`src/verilog/pis_pkg.sv`:
```
// What this block does
// RULE1: Self test and memory check come first.
// RULE2: Second, strap sets the bus slave address.
// RULE3: Third, voltage strap loads the setpoint word.
// RULE4: Fourth, factory defaults overwrite working memory.
// RULE5: Fifth, user values overwrite working memory.
// RULE6: Last, detect sync clock and lock to it.
// RULE7: Enable and bus honoured only after init time.
// RULE8: Host can write-protect single commands.
// RULE9: Turn-on above turn-off; below turn-off faults.
// RULE10: Latch-off keeps output off until clear.
// RULE11: Auto-recovery restarts once input exceeds turn-on.
// RULE12: Auto-recovery is the default response.
// RULE13: Undervolt thresholds and response from commands.
// RULE14: Current sharing always forces latch-off.
// RULE15: Overvolt supervised continuously, same responses.
// RULE16: Overvolt thresholds and response from commands.
// RULE17: Oversampled dual-edge PWM, duty per sample.
// RULE18: Host keeps gain factor near 200 to 600.
// RULE19: Host keeps residual 70-120, never above 127.
// RULE20: Ignore enable and bus during initialization.
package pis_pkg;
	localparam int DW = 24;
	localparam int IW = 4;
	localparam int VW = 16;
	localparam int NCMD = 10;
	// Command indices, also the register offsets on the plain port.
	localparam logic [IW-1:0] CMD_VOUT = 4'h0;
	localparam logic [IW-1:0] CMD_UV_FAULT = 4'h1;
	localparam logic [IW-1:0] CMD_UV_WARN = 4'h2;
	localparam logic [IW-1:0] CMD_UV_RESP = 4'h3;
	localparam logic [IW-1:0] CMD_OV_FAULT = 4'h4;
	localparam logic [IW-1:0] CMD_OV_WARN = 4'h5;
	localparam logic [IW-1:0] CMD_OV_RESP = 4'h6;
	localparam logic [IW-1:0] CMD_LOOP_CFG = 4'h7;
	localparam logic [IW-1:0] CMD_PROTECT = 4'h8;
	localparam logic [IW-1:0] CMD_MODE = 4'h9;
	localparam logic [IW-1:0] CMD_LAST = 4'h9;
	localparam logic [IW-1:0] REG_CLEAR = 4'ha;
	localparam logic [IW-1:0] REG_STATUS = 4'hb;
	localparam logic [IW-1:0] NVM_SIG_IDX = 4'hf;
	// Fault response codes; any code other than latch means auto unless current sharing is on.
	localparam logic [DW-1:0] RESP_LATCH = 24'h000000;
	localparam logic [DW-1:0] RESP_AUTO = 24'h000002;
	localparam int MODE_SHARE_BIT = 0;
	localparam int GAIN_LSB = 0;
	localparam int GAIN_W = 10;
	localparam int RES_LSB = 12;
	localparam int RES_W = 7;
	// Status word layout, low bit first.
	localparam int STS_ADDR_LSB = 8;
	localparam int STS_ADDR_W = 7;
	localparam int STS_PAD_W = DW - STS_ADDR_LSB - STS_ADDR_W;
	localparam logic [6:0] ADDR_BASE = 7'h20;
	// Signature of a healthy image; the value is arbitrary.
	localparam logic [DW-1:0] NVM_SIGNATURE = 24'h00a5c3;
	// Reset and image values, millivolts for voltages.
	localparam logic [DW-1:0] DEF_VOUT = 24'h0003e8;
	localparam logic [DW-1:0] USER_VOUT = 24'h0004b0;
	localparam logic [DW-1:0] DEF_UV_FAULT = 24'h001b58;
	localparam logic [DW-1:0] DEF_UV_WARN = 24'h001ce8;
	localparam logic [DW-1:0] DEF_OV_FAULT = 24'h0039d0;
	localparam logic [DW-1:0] DEF_OV_WARN = 24'h003840;
	localparam logic [DW-1:0] DEF_LOOP_CFG = 24'h05a12c;
	localparam logic [DW-1:0] DEF_ZERO = 24'h000000;
	// Timing.
	localparam int CLK_HZ = 10_000_000;
	localparam int INIT_TIME_US = 100;
	localparam int INIT_CYC = (INIT_TIME_US * CLK_HZ + 999_999) / 1_000_000;
	localparam int SYNC_WIN_CYC = 64;
	localparam logic [3:0] SYNC_MIN_EDGES = 4'h4;
	localparam logic [1:0] SYNC_DIV_LAST = 2'h3;
	localparam logic [3:0] TRI_TOP = 4'hf;
	localparam logic [2:0] SAMPLE_LAST = 3'h7;
	localparam logic signed [21:0] ACC_MAX = 22'sh007fff;

	// Output voltage strap code to millivolts; code 0 is a short.
	function automatic logic [DW-1:0] vset_mv(input logic [4:0] c);
		logic [DW-1:0] k;
		k = {19'h00000, c};
		if (c == 5'h00) begin
			vset_mv = 24'h0003e8;
		end else if (c <= 5'h0c) begin
			vset_mv = 24'h000226 + 24'h000032 * k;
		end else if (c <= 5'h0f) begin
			vset_mv = 24'h0004b0 + 24'h000032 * (k - 24'h00000d);
		end else if (c <= 5'h14) begin
			vset_mv = 24'h000578 + 24'h000064 * (k - 24'h000010);
		end else begin
			vset_mv = 24'h0004b0;
		end
	endfunction
endpackage

```
`src/verilog/pis_nvm.sv`:
```
`timescale 1ns/10ps
`default_nettype none
module pis_nvm (
	input wire logic sys_clk,
	input wire logic rd_en,
	input wire logic area_user,
	input wire logic [pis_pkg::IW-1:0] rd_idx,
	output logic [pis_pkg::DW-1:0] rd_data_r
);
	import pis_pkg::*;

	// Both areas are constant images; only the output setpoint differs.
	function automatic logic [DW-1:0] image(input logic user,
		input logic [IW-1:0] i);
		if (i == CMD_VOUT) begin
			image = user ? USER_VOUT : DEF_VOUT;
		end else if (i == CMD_UV_FAULT) begin
			image = DEF_UV_FAULT;
		end else if (i == CMD_UV_WARN) begin
			image = DEF_UV_WARN;
		end else if (i == CMD_UV_RESP || i == CMD_OV_RESP) begin
			image = RESP_AUTO;
		end else if (i == CMD_OV_FAULT) begin
			image = DEF_OV_FAULT;
		end else if (i == CMD_OV_WARN) begin
			image = DEF_OV_WARN;
		end else if (i == CMD_LOOP_CFG) begin
			image = DEF_LOOP_CFG;
		end else if (i == NVM_SIG_IDX) begin
			image = NVM_SIGNATURE;
		end else begin
			image = DEF_ZERO;
		end
	endfunction

	// Read data come from a register, one cycle after the request.
	always_ff @(posedge sys_clk) begin
		if (rd_en) begin
			rd_data_r <= image(area_user, rd_idx);
		end
	end
endmodule // pis_nvm
`default_nettype wire

```
`src/verilog/pis_dpwm.sv`:
```
`timescale 1ns/10ps
`default_nettype none
module pis_dpwm (
	input wire logic sys_clk,
	input wire logic reset,
	input wire logic run,
	input wire logic sync_align,
	input wire logic [pis_pkg::VW-1:0] vref,
	input wire logic [pis_pkg::VW-1:0] vout_adc,
	input wire logic [pis_pkg::GAIN_W-1:0] gain,
	input wire logic [pis_pkg::RES_W-1:0] residual,
	output logic pwm_hi,
	output logic sample_pulse
);
	import pis_pkg::*;
	logic [3:0] tri_r;
	logic up_r;
	logic [2:0] samp_r;
	logic [4:0] duty_r;
	logic signed [20:0] acc_r;
	logic signed [16:0] err;
	logic signed [27:0] prod1;
	logic signed [35:0] prod2;
	logic signed [20:0] step;
	logic signed [21:0] acc_sum;
	logic signed [20:0] acc_nxt;
	logic [4:0] duty_nxt;

	// Correction per sample: error times gain, scaled by the residual.
	assign err = $signed({1'b0, vref}) - $signed({1'b0, vout_adc});
	assign prod1 = err * $signed({1'b0, gain});
	assign prod2 = prod1 * $signed({1'b0, residual});
	assign step = prod2[35:15];
	assign acc_sum = $signed({acc_r[20], acc_r}) + $signed({step[20], step});
	assign acc_nxt = acc_sum[21] ? 21'sh000000 :
		(acc_sum > ACC_MAX) ? ACC_MAX[20:0] : acc_sum[20:0];
	assign duty_nxt = acc_nxt[15:11];
	// RULE17: four samples per period
	assign sample_pulse = (samp_r == SAMPLE_LAST);
	// Both edges move because the carrier is a triangle.
	assign pwm_hi = run && ({1'b0, tri_r} < duty_r);

	// Triangle carrier, 32 cycles a period, restarted by the sync lock.
	always_ff @(posedge sys_clk) begin
		if (reset || sync_align) begin
			tri_r <= 4'h0;
			up_r <= 1'b1;
			samp_r <= 3'h0;
		end else begin
			samp_r <= samp_r + 3'h1;
			if (up_r) begin
				tri_r <= (tri_r == TRI_TOP) ? tri_r : tri_r + 4'h1;
				up_r <= (tri_r != TRI_TOP);
			end else begin
				tri_r <= (tri_r == 4'h0) ? tri_r : tri_r - 4'h1;
				up_r <= (tri_r == 4'h0);
			end
		end
	end

	// RULE17: duty after every sample
	// The integrator is cleared while off so it cannot wind up.
	always_ff @(posedge sys_clk) begin
		if (reset || !run) begin
			acc_r <= 21'sh000000;
			duty_r <= 5'h00;
		end else if (sample_pulse) begin
			acc_r <= acc_nxt;
			duty_r <= duty_nxt;
		end
	end
endmodule // pis_dpwm
`default_nettype wire

```
`src/verilog/pis_supervisor.sv`:
```
// Our own choices: the register addresses and strobed register access.
`timescale 1ns/10ps
`default_nettype none
module pis_supervisor (
	input wire logic sys_clk,
	input wire logic reset,
	input wire logic en_pin,
	input wire logic sync_pin,
	input wire logic [5:0] addr_strap,
	input wire logic [4:0] vset_strap,
	input wire logic [pis_pkg::VW-1:0] vin_level,
	input wire logic [pis_pkg::VW-1:0] vout_adc,
	input wire logic [pis_pkg::IW-1:0] reg_addr,
	input wire logic [pis_pkg::DW-1:0] reg_wdata,
	input wire logic reg_wr,
	input wire logic reg_rd,
	output logic [pis_pkg::DW-1:0] reg_rdata_r,
	output logic [6:0] slave_addr_r,
	output logic init_done,
	output logic output_on_r,
	output logic pwm_hi,
	output logic sample_pulse
);
	import pis_pkg::*;
	typedef enum logic [3:0] {
		ST_SELF_RD, ST_SELF_CHK, ST_ADDR, ST_VSET, ST_DEF,
		ST_USER, ST_SYNC, ST_WAIT, ST_RUN
	} pis_state_t;

	pis_state_t state_r, state_nxt;
	logic [12:0] pin_s1_r, pin_s2_r;
	logic sync_prev_r, en_prev_r;
	logic [9:0] cnt_r;
	logic [IW-1:0] idx_r, ld_idx_r;
	logic ld_valid_r, nvm_err_r, sync_lock_r;
	logic [3:0] edge_cnt_r;
	logic [1:0] div_r;
	logic uv_latch_r, uv_hold_r, ov_latch_r, ov_hold_r;
	logic [DW-1:0] work_r [NCMD];
	logic [DW-1:0] nvm_data;

	// Enable, sync and strap pins pass two flip-flops before anything reads them.
	always_ff @(posedge sys_clk) begin
		if (reset) begin
			pin_s1_r <= 13'h0000;
			pin_s2_r <= 13'h0000;
		end else begin
			pin_s1_r <= {en_pin, sync_pin, addr_strap, vset_strap};
			pin_s2_r <= pin_s1_r;
		end
	end

	wire en_s = pin_s2_r[12];
	wire sync_s = pin_s2_r[11];
	wire [5:0] addr_s = pin_s2_r[10:5];
	wire [4:0] vset_s = pin_s2_r[4:0];
	wire sync_edge = sync_s && !sync_prev_r;
	wire [6:0] addr_calc = ADDR_BASE + {1'b0, addr_s};
	wire [DW-1:0] vset_word = vset_mv(vset_s);
	wire sync_win_end = (cnt_r == 10'(SYNC_WIN_CYC - 1));
	wire init_end = (cnt_r == 10'(INIT_CYC - 1));
	wire idx_end = (idx_r == CMD_LAST);

	// RULE1: self test leads
	// Steps run strictly in order; nothing skips ahead.
	always_comb begin
		state_nxt = state_r;
		case (state_r)
			ST_SELF_RD: state_nxt = ST_SELF_CHK;
			ST_SELF_CHK: state_nxt = ST_ADDR;
			ST_ADDR: state_nxt = ST_VSET;
			ST_VSET: state_nxt = ST_DEF;
			ST_DEF: state_nxt = idx_end ? ST_USER : ST_DEF;
			ST_USER: state_nxt = idx_end ? ST_SYNC : ST_USER;
			ST_SYNC: state_nxt = sync_win_end ? ST_WAIT : ST_SYNC;
			ST_WAIT: state_nxt = init_end ? ST_RUN : ST_WAIT;
			default: state_nxt = ST_RUN;
		endcase
	end

	// Two counters: idx_r serves as load index, cnt_r as sync window and init timer.
	always_ff @(posedge sys_clk) begin
		if (reset) begin
			state_r <= ST_SELF_RD;
			cnt_r <= 10'h000;
			idx_r <= 4'h0;
		end else begin
			state_r <= state_nxt;
			cnt_r <= (state_nxt != state_r) ? 10'h000 : cnt_r + 10'h001;
			idx_r <= (state_nxt != state_r) ? 4'h0 : idx_r + 4'h1;
		end
	end

	// NVM reads: the signature first, then each area in turn.
	wire nvm_rd = (state_r == ST_SELF_RD) || (state_r == ST_DEF) ||
		(state_r == ST_USER);
	wire [IW-1:0] nvm_idx = (state_r == ST_SELF_RD) ? NVM_SIG_IDX : idx_r;

	pis_nvm u_nvm (
		.sys_clk(sys_clk),
		.rd_en(nvm_rd),
		.area_user(state_r == ST_USER),
		.rd_idx(nvm_idx),
		.rd_data_r(nvm_data)
	);

	// RULE1: memory check
	// A bad image is flagged but the sequence carries on.
	always_ff @(posedge sys_clk) begin
		if (reset) begin
			nvm_err_r <= 1'b0;
			ld_valid_r <= 1'b0;
			ld_idx_r <= 4'h0;
		end else begin
			ld_valid_r <= (state_r == ST_DEF) || (state_r == ST_USER);
			ld_idx_r <= idx_r;
			if (state_r == ST_SELF_CHK) begin
				nvm_err_r <= (nvm_data != NVM_SIGNATURE);
			end
		end
	end

	// RULE2: address from strap
	// Straps are read once; later changes are not seen.
	always_ff @(posedge sys_clk) begin
		if (reset) begin
			slave_addr_r <= 7'h00;
		end else if (state_r == ST_ADDR) begin
			slave_addr_r <= addr_calc;
		end
	end

	// Bus decode; nothing is accepted before the sequence ends.
	wire bus_ready = (state_r == ST_RUN);
	assign init_done = bus_ready;
	wire cmd_hit = (reg_addr <= CMD_LAST);
	wire prot_bit = work_r[CMD_PROTECT][reg_addr];
	wire prot_block = prot_bit && (reg_addr != CMD_PROTECT);
	// RULE20: bus ignored early
	wire bus_wr_ok = bus_ready && reg_wr && cmd_hit && !prot_block;
	wire clear_wr = bus_ready && reg_wr && (reg_addr == REG_CLEAR);

	// RULE4: defaults then user
	// Loads, strap and bus never write in the same cycle.
	always_ff @(posedge sys_clk) begin
		if (reset) begin
			for (int i = 0; i < NCMD; i++) begin
				work_r[i] <= DEF_ZERO;
			end
		end else if (ld_valid_r) begin
			// RULE5: user overrides all
			work_r[ld_idx_r] <= nvm_data;
		end else if (state_r == ST_VSET) begin
			// RULE3: strap setpoint
			work_r[CMD_VOUT] <= vset_word;
		end else if (bus_wr_ok) begin
			// RULE7: bus write replaces
			work_r[reg_addr] <= reg_wdata;
		end
	end

	// RULE6: sync detect
	// Enough edges inside the window means a clock is present.
	always_ff @(posedge sys_clk) begin
		if (reset) begin
			sync_prev_r <= 1'b0;
			edge_cnt_r <= 4'h0;
			sync_lock_r <= 1'b0;
			div_r <= 2'h0;
		end else begin
			sync_prev_r <= sync_s;
			if (state_r == ST_SYNC && sync_edge && edge_cnt_r != 4'hf) begin
				edge_cnt_r <= edge_cnt_r + 4'h1;
			end
			if (state_r == ST_SYNC && sync_win_end) begin
				sync_lock_r <= (edge_cnt_r >= SYNC_MIN_EDGES);
			end
			if (sync_lock_r && sync_edge) begin
				div_r <= div_r + 2'h1;
			end
		end
	end

	// RULE6: lock the carrier
	wire sync_align = sync_lock_r && sync_edge && (div_r == SYNC_DIV_LAST);

	// RULE14: sharing forces latch
	// RULE12: auto unless latch code
	function automatic logic resp_latch(input logic [DW-1:0] r,
		input logic share);
		resp_latch = share || (r == RESP_LATCH);
	endfunction

	// RULE13: undervolt limits
	// RULE16: overvolt limits
	wire share = work_r[CMD_MODE][MODE_SHARE_BIT];
	wire [VW-1:0] uv_off_lim = work_r[CMD_UV_FAULT][VW-1:0];
	wire [VW-1:0] uv_on_lim = work_r[CMD_UV_WARN][VW-1:0];
	wire [VW-1:0] ov_off_lim = work_r[CMD_OV_FAULT][VW-1:0];
	wire [VW-1:0] ov_on_lim = work_r[CMD_OV_WARN][VW-1:0];
	wire uv_mode_latch = resp_latch(work_r[CMD_UV_RESP], share);
	wire ov_mode_latch = resp_latch(work_r[CMD_OV_RESP], share);
	// RULE9: hysteresis thresholds
	wire uv_trip = bus_ready && (vin_level < uv_off_lim);
	wire uv_on_ok = (vin_level > uv_on_lim);
	// RULE15: overvolt trip
	wire ov_trip = bus_ready && (vin_level > ov_off_lim);
	wire ov_on_ok = (vin_level < ov_on_lim);

	// RULE7: enable after init
	wire en_eff = bus_ready && en_s;
	wire en_rise = en_eff && !en_prev_r;
	wire fault_clr = clear_wr || en_rise;
	// RULE10: latch until clear
	// A trip in the clearing cycle wins over the clear.
	wire uv_latch_nxt = (uv_trip && uv_mode_latch) || (uv_latch_r && !fault_clr);
	wire ov_latch_nxt = (ov_trip && ov_mode_latch) || (ov_latch_r && !fault_clr);
	// RULE11: auto recovery
	wire uv_hold_nxt = (uv_trip && !uv_mode_latch) || (uv_hold_r && !uv_on_ok);
	wire ov_hold_nxt = (ov_trip && !ov_mode_latch) || (ov_hold_r && !ov_on_ok);
	wire any_fault = uv_latch_nxt || ov_latch_nxt || uv_hold_nxt || ov_hold_nxt;

	// Output switches off on the edge after the input crosses a limit.
	always_ff @(posedge sys_clk) begin
		if (reset) begin
			{uv_latch_r, ov_latch_r, uv_hold_r, ov_hold_r} <= 4'h0;
			en_prev_r <= 1'b0;
			output_on_r <= 1'b0;
		end else begin
			{uv_latch_r, ov_latch_r} <= {uv_latch_nxt, ov_latch_nxt};
			{uv_hold_r, ov_hold_r} <= {uv_hold_nxt, ov_hold_nxt};
			en_prev_r <= en_eff;
			output_on_r <= en_eff && !any_fault;
		end
	end

	// Read data stand for one cycle only; unmapped offsets read zero.
	wire [DW-1:0] status_w = {{STS_PAD_W{1'b0}}, slave_addr_r, nvm_err_r,
		sync_lock_r, ov_hold_r, uv_hold_r, ov_latch_r, uv_latch_r,
		output_on_r, init_done};
	wire [DW-1:0] rd_word = cmd_hit ? work_r[reg_addr] :
		(reg_addr == REG_STATUS) ? status_w : DEF_ZERO;
	always_ff @(posedge sys_clk) begin
		if (reset) begin
			reg_rdata_r <= DEF_ZERO;
		end else begin
			reg_rdata_r <= (bus_ready && reg_rd) ? rd_word : DEF_ZERO;
		end
	end

	// RULE19: residual field is seven bits
	// RULE18: gain taken as written
	pis_dpwm u_dpwm (
		.sys_clk(sys_clk),
		.reset(reset),
		.run(output_on_r),
		.sync_align(sync_align),
		.vref(work_r[CMD_VOUT][VW-1:0]),
		.vout_adc(vout_adc),
		.gain(work_r[CMD_LOOP_CFG][GAIN_LSB +: GAIN_W]),
		.residual(work_r[CMD_LOOP_CFG][RES_LSB +: RES_W]),
		.pwm_hi(pwm_hi),
		.sample_pulse(sample_pulse)
	);
endmodule // pis_supervisor
`default_nettype wire

```
`config.mk`:
```
export PLATFORM = sky130hd
export DESIGN_NAME = pis_supervisor
export DESIGN_NICKNAME = d
export VERILOG_FILES = /design/src/verilog/pis_pkg.sv /design/src/verilog/pis_nvm.sv /design/src/verilog/pis_dpwm.sv /design/src/verilog/pis_supervisor.sv
export SDC_FILE = /design/constraint.sdc
export NUM_CORES = 2
export LEC_CHECK = 0
export BUFFER_PORTS_ARGS = -buffer_cell sky130_fd_sc_hd__buf_2
export CAP_MARGIN = 20
export CORE_ASPECT_RATIO = 1.4
export CORE_UTILIZATION = 53
export DETAILED_ROUTE_END_ITERATION = 8
export PLACE_DENSITY_LB_ADDON = 0.25
export SYNTH_ARGS = -nofsm -noshare
export SYNTH_HDL_FRONTEND = slang
export SYNTH_HIERARCHICAL = 1
export SYNTH_SLANG_ARGS = --single-unit
```
`constraint.sdc`:
```
create_clock -name sys_clk -period 32 [get_ports sys_clk]
set_input_delay 4.8 -clock sys_clk [delete_from_list [all_inputs] [get_ports sys_clk]]
set_output_delay 4.8 -clock sys_clk [all_outputs]
set_load 0.1 [all_outputs]
```
Word-level counts from Yosys, hierarchy flattened
Memories as Yosys holds them, arrays and structs flattened.
Cells that the tools add are included.
{"block": "totals", "reg_bits": 153, "ramBits": 240, "input_bits": 77, "elab_cells": 205, "mem_count": 1}
{"block": "classes", "addsub": 15, "n_mul": 5, "n_lt_le_gt_ge": 12, "n_eq_ne": 31, "muxes": 50, "n_bitwise": 2, "reduce_logical": 63}
{"name": "work_r", "depth": 10, "width": 24, "read_ports": 11, "rd_ports_with_merged_regs": 0, "write_ports": 10, "line": "pis_supervisor.sv:39", "text": "logic [DW-1:0] work_r [NCMD];"}
{"op": "$mux 24", "count": 15}
{"op": "$add 11x24->24 const A", "count": 2}
{"op": "$logic_not 24->1", "count": 2}
{"op": "$reduce_or 24->1", "count": 2}
{"op": "$mux 21", "count": 2}
{"op": "$mul 28x8->36", "count": 1}
{"op": "$eq 4x3->1 const B", "count": 8}
{"op": "$gt 16x16->1", "count": 2}
{"op": "$lt 16x16->1", "count": 2}
{"op": "$pmux 4 s8", "count": 1}
{"op": "$mul 17x11->28", "count": 1}
{"op": "$mux 4", "count": 7}
{"op": "$logic_and 1x1->1", "count": 26}
{"op": "$eq 4x4->1 const B", "count": 6}
{"op": "$mul 5x24->22 const A", "count": 1}
{"op": "$mul 5x24->23 const A", "count": 1}
{"op": "$ne 24x16->1 const B", "count": 1}
{"op": "$add 21x21->22", "count": 1}
{"op": "$gt 22x16->1 const B", "count": 1}
{"op": "$mux 1", "count": 20}
{"op": "$sub 16x16->17", "count": 1}
{"op": "$eq 4x2->1 const B", "count": 4}
{"op": "$logic_or 1x1->1", "count": 16}
{"op": "$mux 16", "count": 1}
{"op": "36 further kinds", "count": 54}

Logic depth before layout (Yosys ltp)
An unclocked memory read counts as a cell.
{"block": "depth", "depth_word": 13, "mapped_depth": 55, "ltp_nobuf": 54}

By module
Netlist, hierarchy kept.
{"module": "pis_supervisor", "instances": 1, "cells_per_inst": 1768, "area_per_inst_um2": 20118.0, "seq_area_each_um2": 10189.8}
{"module": "pis_dpwm", "instances": 1, "cells_per_inst": 1924, "area_per_inst_um2": 16413.2, "seq_area_each_um2": 580.6}
{"module": "pis_nvm", "instances": 1, "cells_per_inst": 66, "area_per_inst_um2": 797.0, "seq_area_each_um2": 450.4}

Worst setup path after synthesis
OpenSTA, ideal clock, no wires.
{"block": "synth_timing", "path_kind": "in2reg", "from": "input vout_adc[0] in the netlist's numbering", "to": "register u_dpwm.acc_r[10]", "arrival_time_ns": 17.067, "t_required_ns": 31.878, "slack_ns": 14.811, "path_stages": 51, "path_buffers": 1, "cell_sequence": "ha_1 fa_1 nor2b_1 o21ai_0 a21oi_1 o211ai_1 a21boi_0 nor2_1 xnor2_1 nand2_1 fa_1 fa_1 inv_1 fa_1 fa_1 inv_1 fa_1 inv_1 [... 15 more ...] ha_1 a21oi_1 o21ai_0 a2111oi_0 a2bb2oi_1 a221oi_1 o211a_1 o21a_1 xnor2_1 ha_1 inv_1 nor4_1 a41o_1 a311oi_2 xor2_1 a31oi_2 buf_6 a221o_1"}
{"block": "synth_between", "elab_chain_cells": 7}
{"element": "from (decl)", "line": "pis_supervisor.sv:12", "text": "input wire logic [pis_pkg::VW-1:0] vout_adc,"}
{"element": "$sub 16x16->17 (*)", "line": "pis_dpwm.sv:30", "text": "assign err = $signed({1'b0, vref}) - $signed({1'b0, vout_adc});"}
{"element": "$mul 17x11->28 (*)", "line": "pis_dpwm.sv:31", "text": "assign prod1 = err * $signed({1'b0, gain});"}
{"element": "$mul 28x8->36 (*)", "line": "pis_dpwm.sv:32", "text": "assign prod2 = prod1 * $signed({1'b0, residual});"}
{"element": "$add 21x21->22 (*)", "line": "pis_dpwm.sv:34", "text": "assign acc_sum = $signed({acc_r[20], acc_r}) + $signed({step[20], step});"}
{"element": "$gt 22x16->1", "line": "pis_dpwm.sv:36", "text": "(acc_sum > ACC_MAX) ? ACC_MAX[20:0] : acc_sum[20:0];"}
{"element": "$mux 21", "line": "pis_dpwm.sv:36"}
{"element": "$mux 21 (*)", "line": "pis_dpwm.sv:35", "text": "assign acc_nxt = acc_sum[21] ? 21'sh000000 :"}
{"element": "to (signal assigned)", "line": "pis_dpwm.sv:68", "text": "acc_r <= acc_nxt;"}
{"element": "to (decl)", "line": "pis_dpwm.sv:20", "text": "logic signed [20:0] acc_r;"}
Every way passes the cells marked *; elsewhere a longest branch is shown, timed or not.
A chain may end at the register's enable or synchronous reset.

Worst setup path in the final report
{"block": "layout_timing", "from": "input vout_adc[0] in the netlist's numbering", "to": "register u_dpwm.acc_r[8]"}
The elaborated chain is that of the path after synthesis.

==> results.md <==
- Status: complete, no violations
- Nets: approximately 4500
- CTS resizes: 0
- Layout area overhead: 8.02%
- Clk buf depth: 3
- Area of the die: 71500 um^2
- Post-synthesis async set-or-reset flop share: 0
- Final Hold Slack: 0.432 ns
- Largest family of logic cells by synthesized area: adder cells
- Max stage delay on crit path: about 0.70 ns
- Worst hold stages: 1
- Max-cap check violation count: 0
- DRC Markers: 0
- Synth cell types: around 110
- Largest net degree at the start of global routing: 78
- Max Freq: between 50 and 60 MHz
- Worst Path Arrival: about 19 ns
- Worst hold path class: register to register
- Inserted Clock Buffers: 41
- Final Skew: 0.0405 ns
- Overall Global Routing Usage: 0.296
- Setup bufs post-CTS: 0
- Wire length per cell: around 21 um
- Depth of the CTS H-tree: 2
- Post-synth EDFFs: approximately 290
- CTS tree: built
- Mapped Area: 37300 um^2
- Post-DP HPWL: about 79000 um
- Part of the Yosys area used for sequential elements: 0.301
- Final hold vios: 0
- Post-synthesis mux area share: 0.0493
- Clk slew on worst S/H paths: about 0.06 ns
- Core area: 69300 um^2
- Crit share post-route: 0.577
- Post-CTS Hold Buffers: 0
- Minimum clock period: 18.47 ns
- Met3 routed WL: 5440 um
- Drt pass-1 iters: 6
- I/O Pins: about 110
- Worst-Skew Late Latency: between 0.6 and 0.7 ns
- Critical Path Fanout Max: 15
- Uppermost routed layer: met5
- Vias in the first global route: 29400
- Starting DRT DRC Count: about 1700
- Top delay family on crit path: adder cells
- CP Data Required Time: ~33 ns
- Crit end category: register
- GR Overflow Total: 0
- Final setup viols: 0
- Slowest cell on the critical path: a31oi_2
- Simple-Gate Fraction of Synth Area: 0.165
- Number of synthesis warnings: 6
- Slew Viols, Final: 0
- Die Height: between 300 and 400 um
- Worst path depth: 51
- Total negative setup slack: 0 ns
- Post-synthesis compound-gate area fraction: 0.110
- Die W: roughly 230 um
- Total Wirelength: between 100000 and 150000 um
- Layout cells sized above 1: 0.100
- I/O Buffers: between 100 and 150
- CTS root buf: clkbuf_16
- Slew @ Worst Pin: ~1.3 ns
- Avg Inst Size Synth: slightly below 10 um^2
- Met2 wire length: 53300 um
- Yosys reg bits: a little over 400
- Core Rows: approximately 110
- Top FF cell, synth: edfxtp_1
- Initial Utilization: 0.538
- Kind of critical path: primary input to register
- Vias: ~28000
- RSZ-0062 raised after global routing: false
- Initial antenna violation count: 8
- Xor-xnor portion of the synthesized cell area: 0.0335
- Clk sinks: slightly above 400
- Slew margin rel.: 0.164
- Met1 WL: roughly 35000 um
- Antenna Nets Post-Route: 0
- Post-Synth Adder-Cell Area: 0.267
- Routability cong.: approximately 0.92
- First-pass GRT wire length: about 160000 um
- Startpoint types: primary input
- Top cell by count, worst path: fa_1
- Buf+Inv Stages, Crit Path: 7
- R2r worst-path depth: between 50 and 60
- Mapped Cells: 3758
- Via density: around 6
## registers in the layout, summed over array words and instances, names as in the netlist, 7 cells and up
| signal | flops |
|---|---|
| u_dpwm/acc_r | 17 |
| slave_addr_r | 7 |
| pin_s1_r | 13 |
| cnt_r | 10 |
| reg_rdata_r | 24 |
| u_nvm/rd_data_r | 15 |
| work_r | 276 |
| pin_s2_r | 13 |
## final timing paths
| check | slack [ns] | endpoint | from |
|---|---|---|---|
| max | 13.54 | u_dpwm/acc_r[8] | vout_adc[0] |
| max reg2reg | 17.32 | u_dpwm/acc_r[8] | work_r[0][0] |
| min | 0.43 | u_dpwm/samp_r[0] | u_dpwm/samp_r[0] |
| min reg2reg | 0.43 | u_dpwm/samp_r[0] | u_dpwm/samp_r[0] |
## per-stage QoR
| step | worst slack [ns] | instances | utilization | cell area, um^2 |
|---|---|---|---|---|
| 2_1_floorplan | 14.81 | 3764 | - | 37400 |
| 3_3_place_gp | 13.28 | 4702 | 0.560 | 38800 |
| 3_5_place_dp | 12.98 | 4703 | 0.560 | 38800 |
| 4_1_cts | 13.58 | 4779 | 0.582 | 40300 |
| 5_1_grt | 12.33 | 4779 | 0.582 | 40300 |
| 6_report | 13.54 | 4782 | 0.582 | 40300 |
## cell families after synthesis
| kind of cell | Yosys count |
|---|---|
| AOI/OAI and AO/OA | 558 |
| xor gates and xnor gates | 138 |
| adders and majority gates | 611 |
| buffers and inverters | 711 |
| DFF | 415 |
| muxes | 115 |
| other | 1 |
| and+or+nand+nor | 1209 |
## metal layers
| layer | track usage | up-vias |
|---|---|---|
| met4 | 0.205 | 8 |
| met5 | 0 | - |
| met1 | 0.309 | 13800 |
| met2 | 0.546 | 965 |
| li1 | - | 12900 |
| met3 | 0.0408 | 341 |
## cells in the final DEF (no fill, tap or decap), types with 30 or more instances in the layout
master     Yosys  layout
a21oi_1      122     122
fa_1         311     311
a21o_1        53      53
ha_1         300     300
mux2i_1       41      41
edfxtp_1     291     291
nor3_1        66      66
nand2b_1      42      36
buf_4         11      54
dfxtp_1      124     124
clkbuf_16      0      45
xor2_1        45      45
nand3_1       60      60
nor2_1       382     381
and2_1       211     211
inv_1        556     556
o21ai_0       71      70
a221oi_1      35      35
buf_2         19     110
mux4_2        53      53
a211oi_1      34      33
nand2_1      200     200
nor2b_1       79      78
o21a_1        30      30
xnor2_1       90      90
## layout make-up
type	count	area, um^2
Antenna cell	3	7.51
Clock buffer	53	1200
Clock inverter	23	284
Fill cell	6059	29000
Inverter	557	2090
Multi-Input combinational cell	2638	23400
Sequential cell	415	11200
Tap cell	928	1160
Timing Repair Buffer	165	967
## cells in the mapped netlist, types with 35 or more instances
master	count	share of area
fa_1	311	0.17
o21ai_0	71	0.0095
mux4_2	53	0.032
and2_1	211	0.035
mux2i_1	41	0.011
dfxtp_1	124	0.067
nor2_1	382	0.038
a21oi_1	122	0.016
nor3_1	66	0.0088
ha_1	300	0.10
a221oi_1	35	0.0082
nand2b_1	42	0.0070
nand2_1	200	0.020
inv_1	556	0.056
clkbuf_1	105	0.011
edfxtp_1	291	0.23
nand3_1	60	0.0080
xor2_1	45	0.011
nor2b_1	79	0.013
xnor2_1	90	0.021
a21o_1	53	0.011
Power is not shown: default switching activity piles up to over one toggle a cycle in this logic, so the estimate is an artifact.
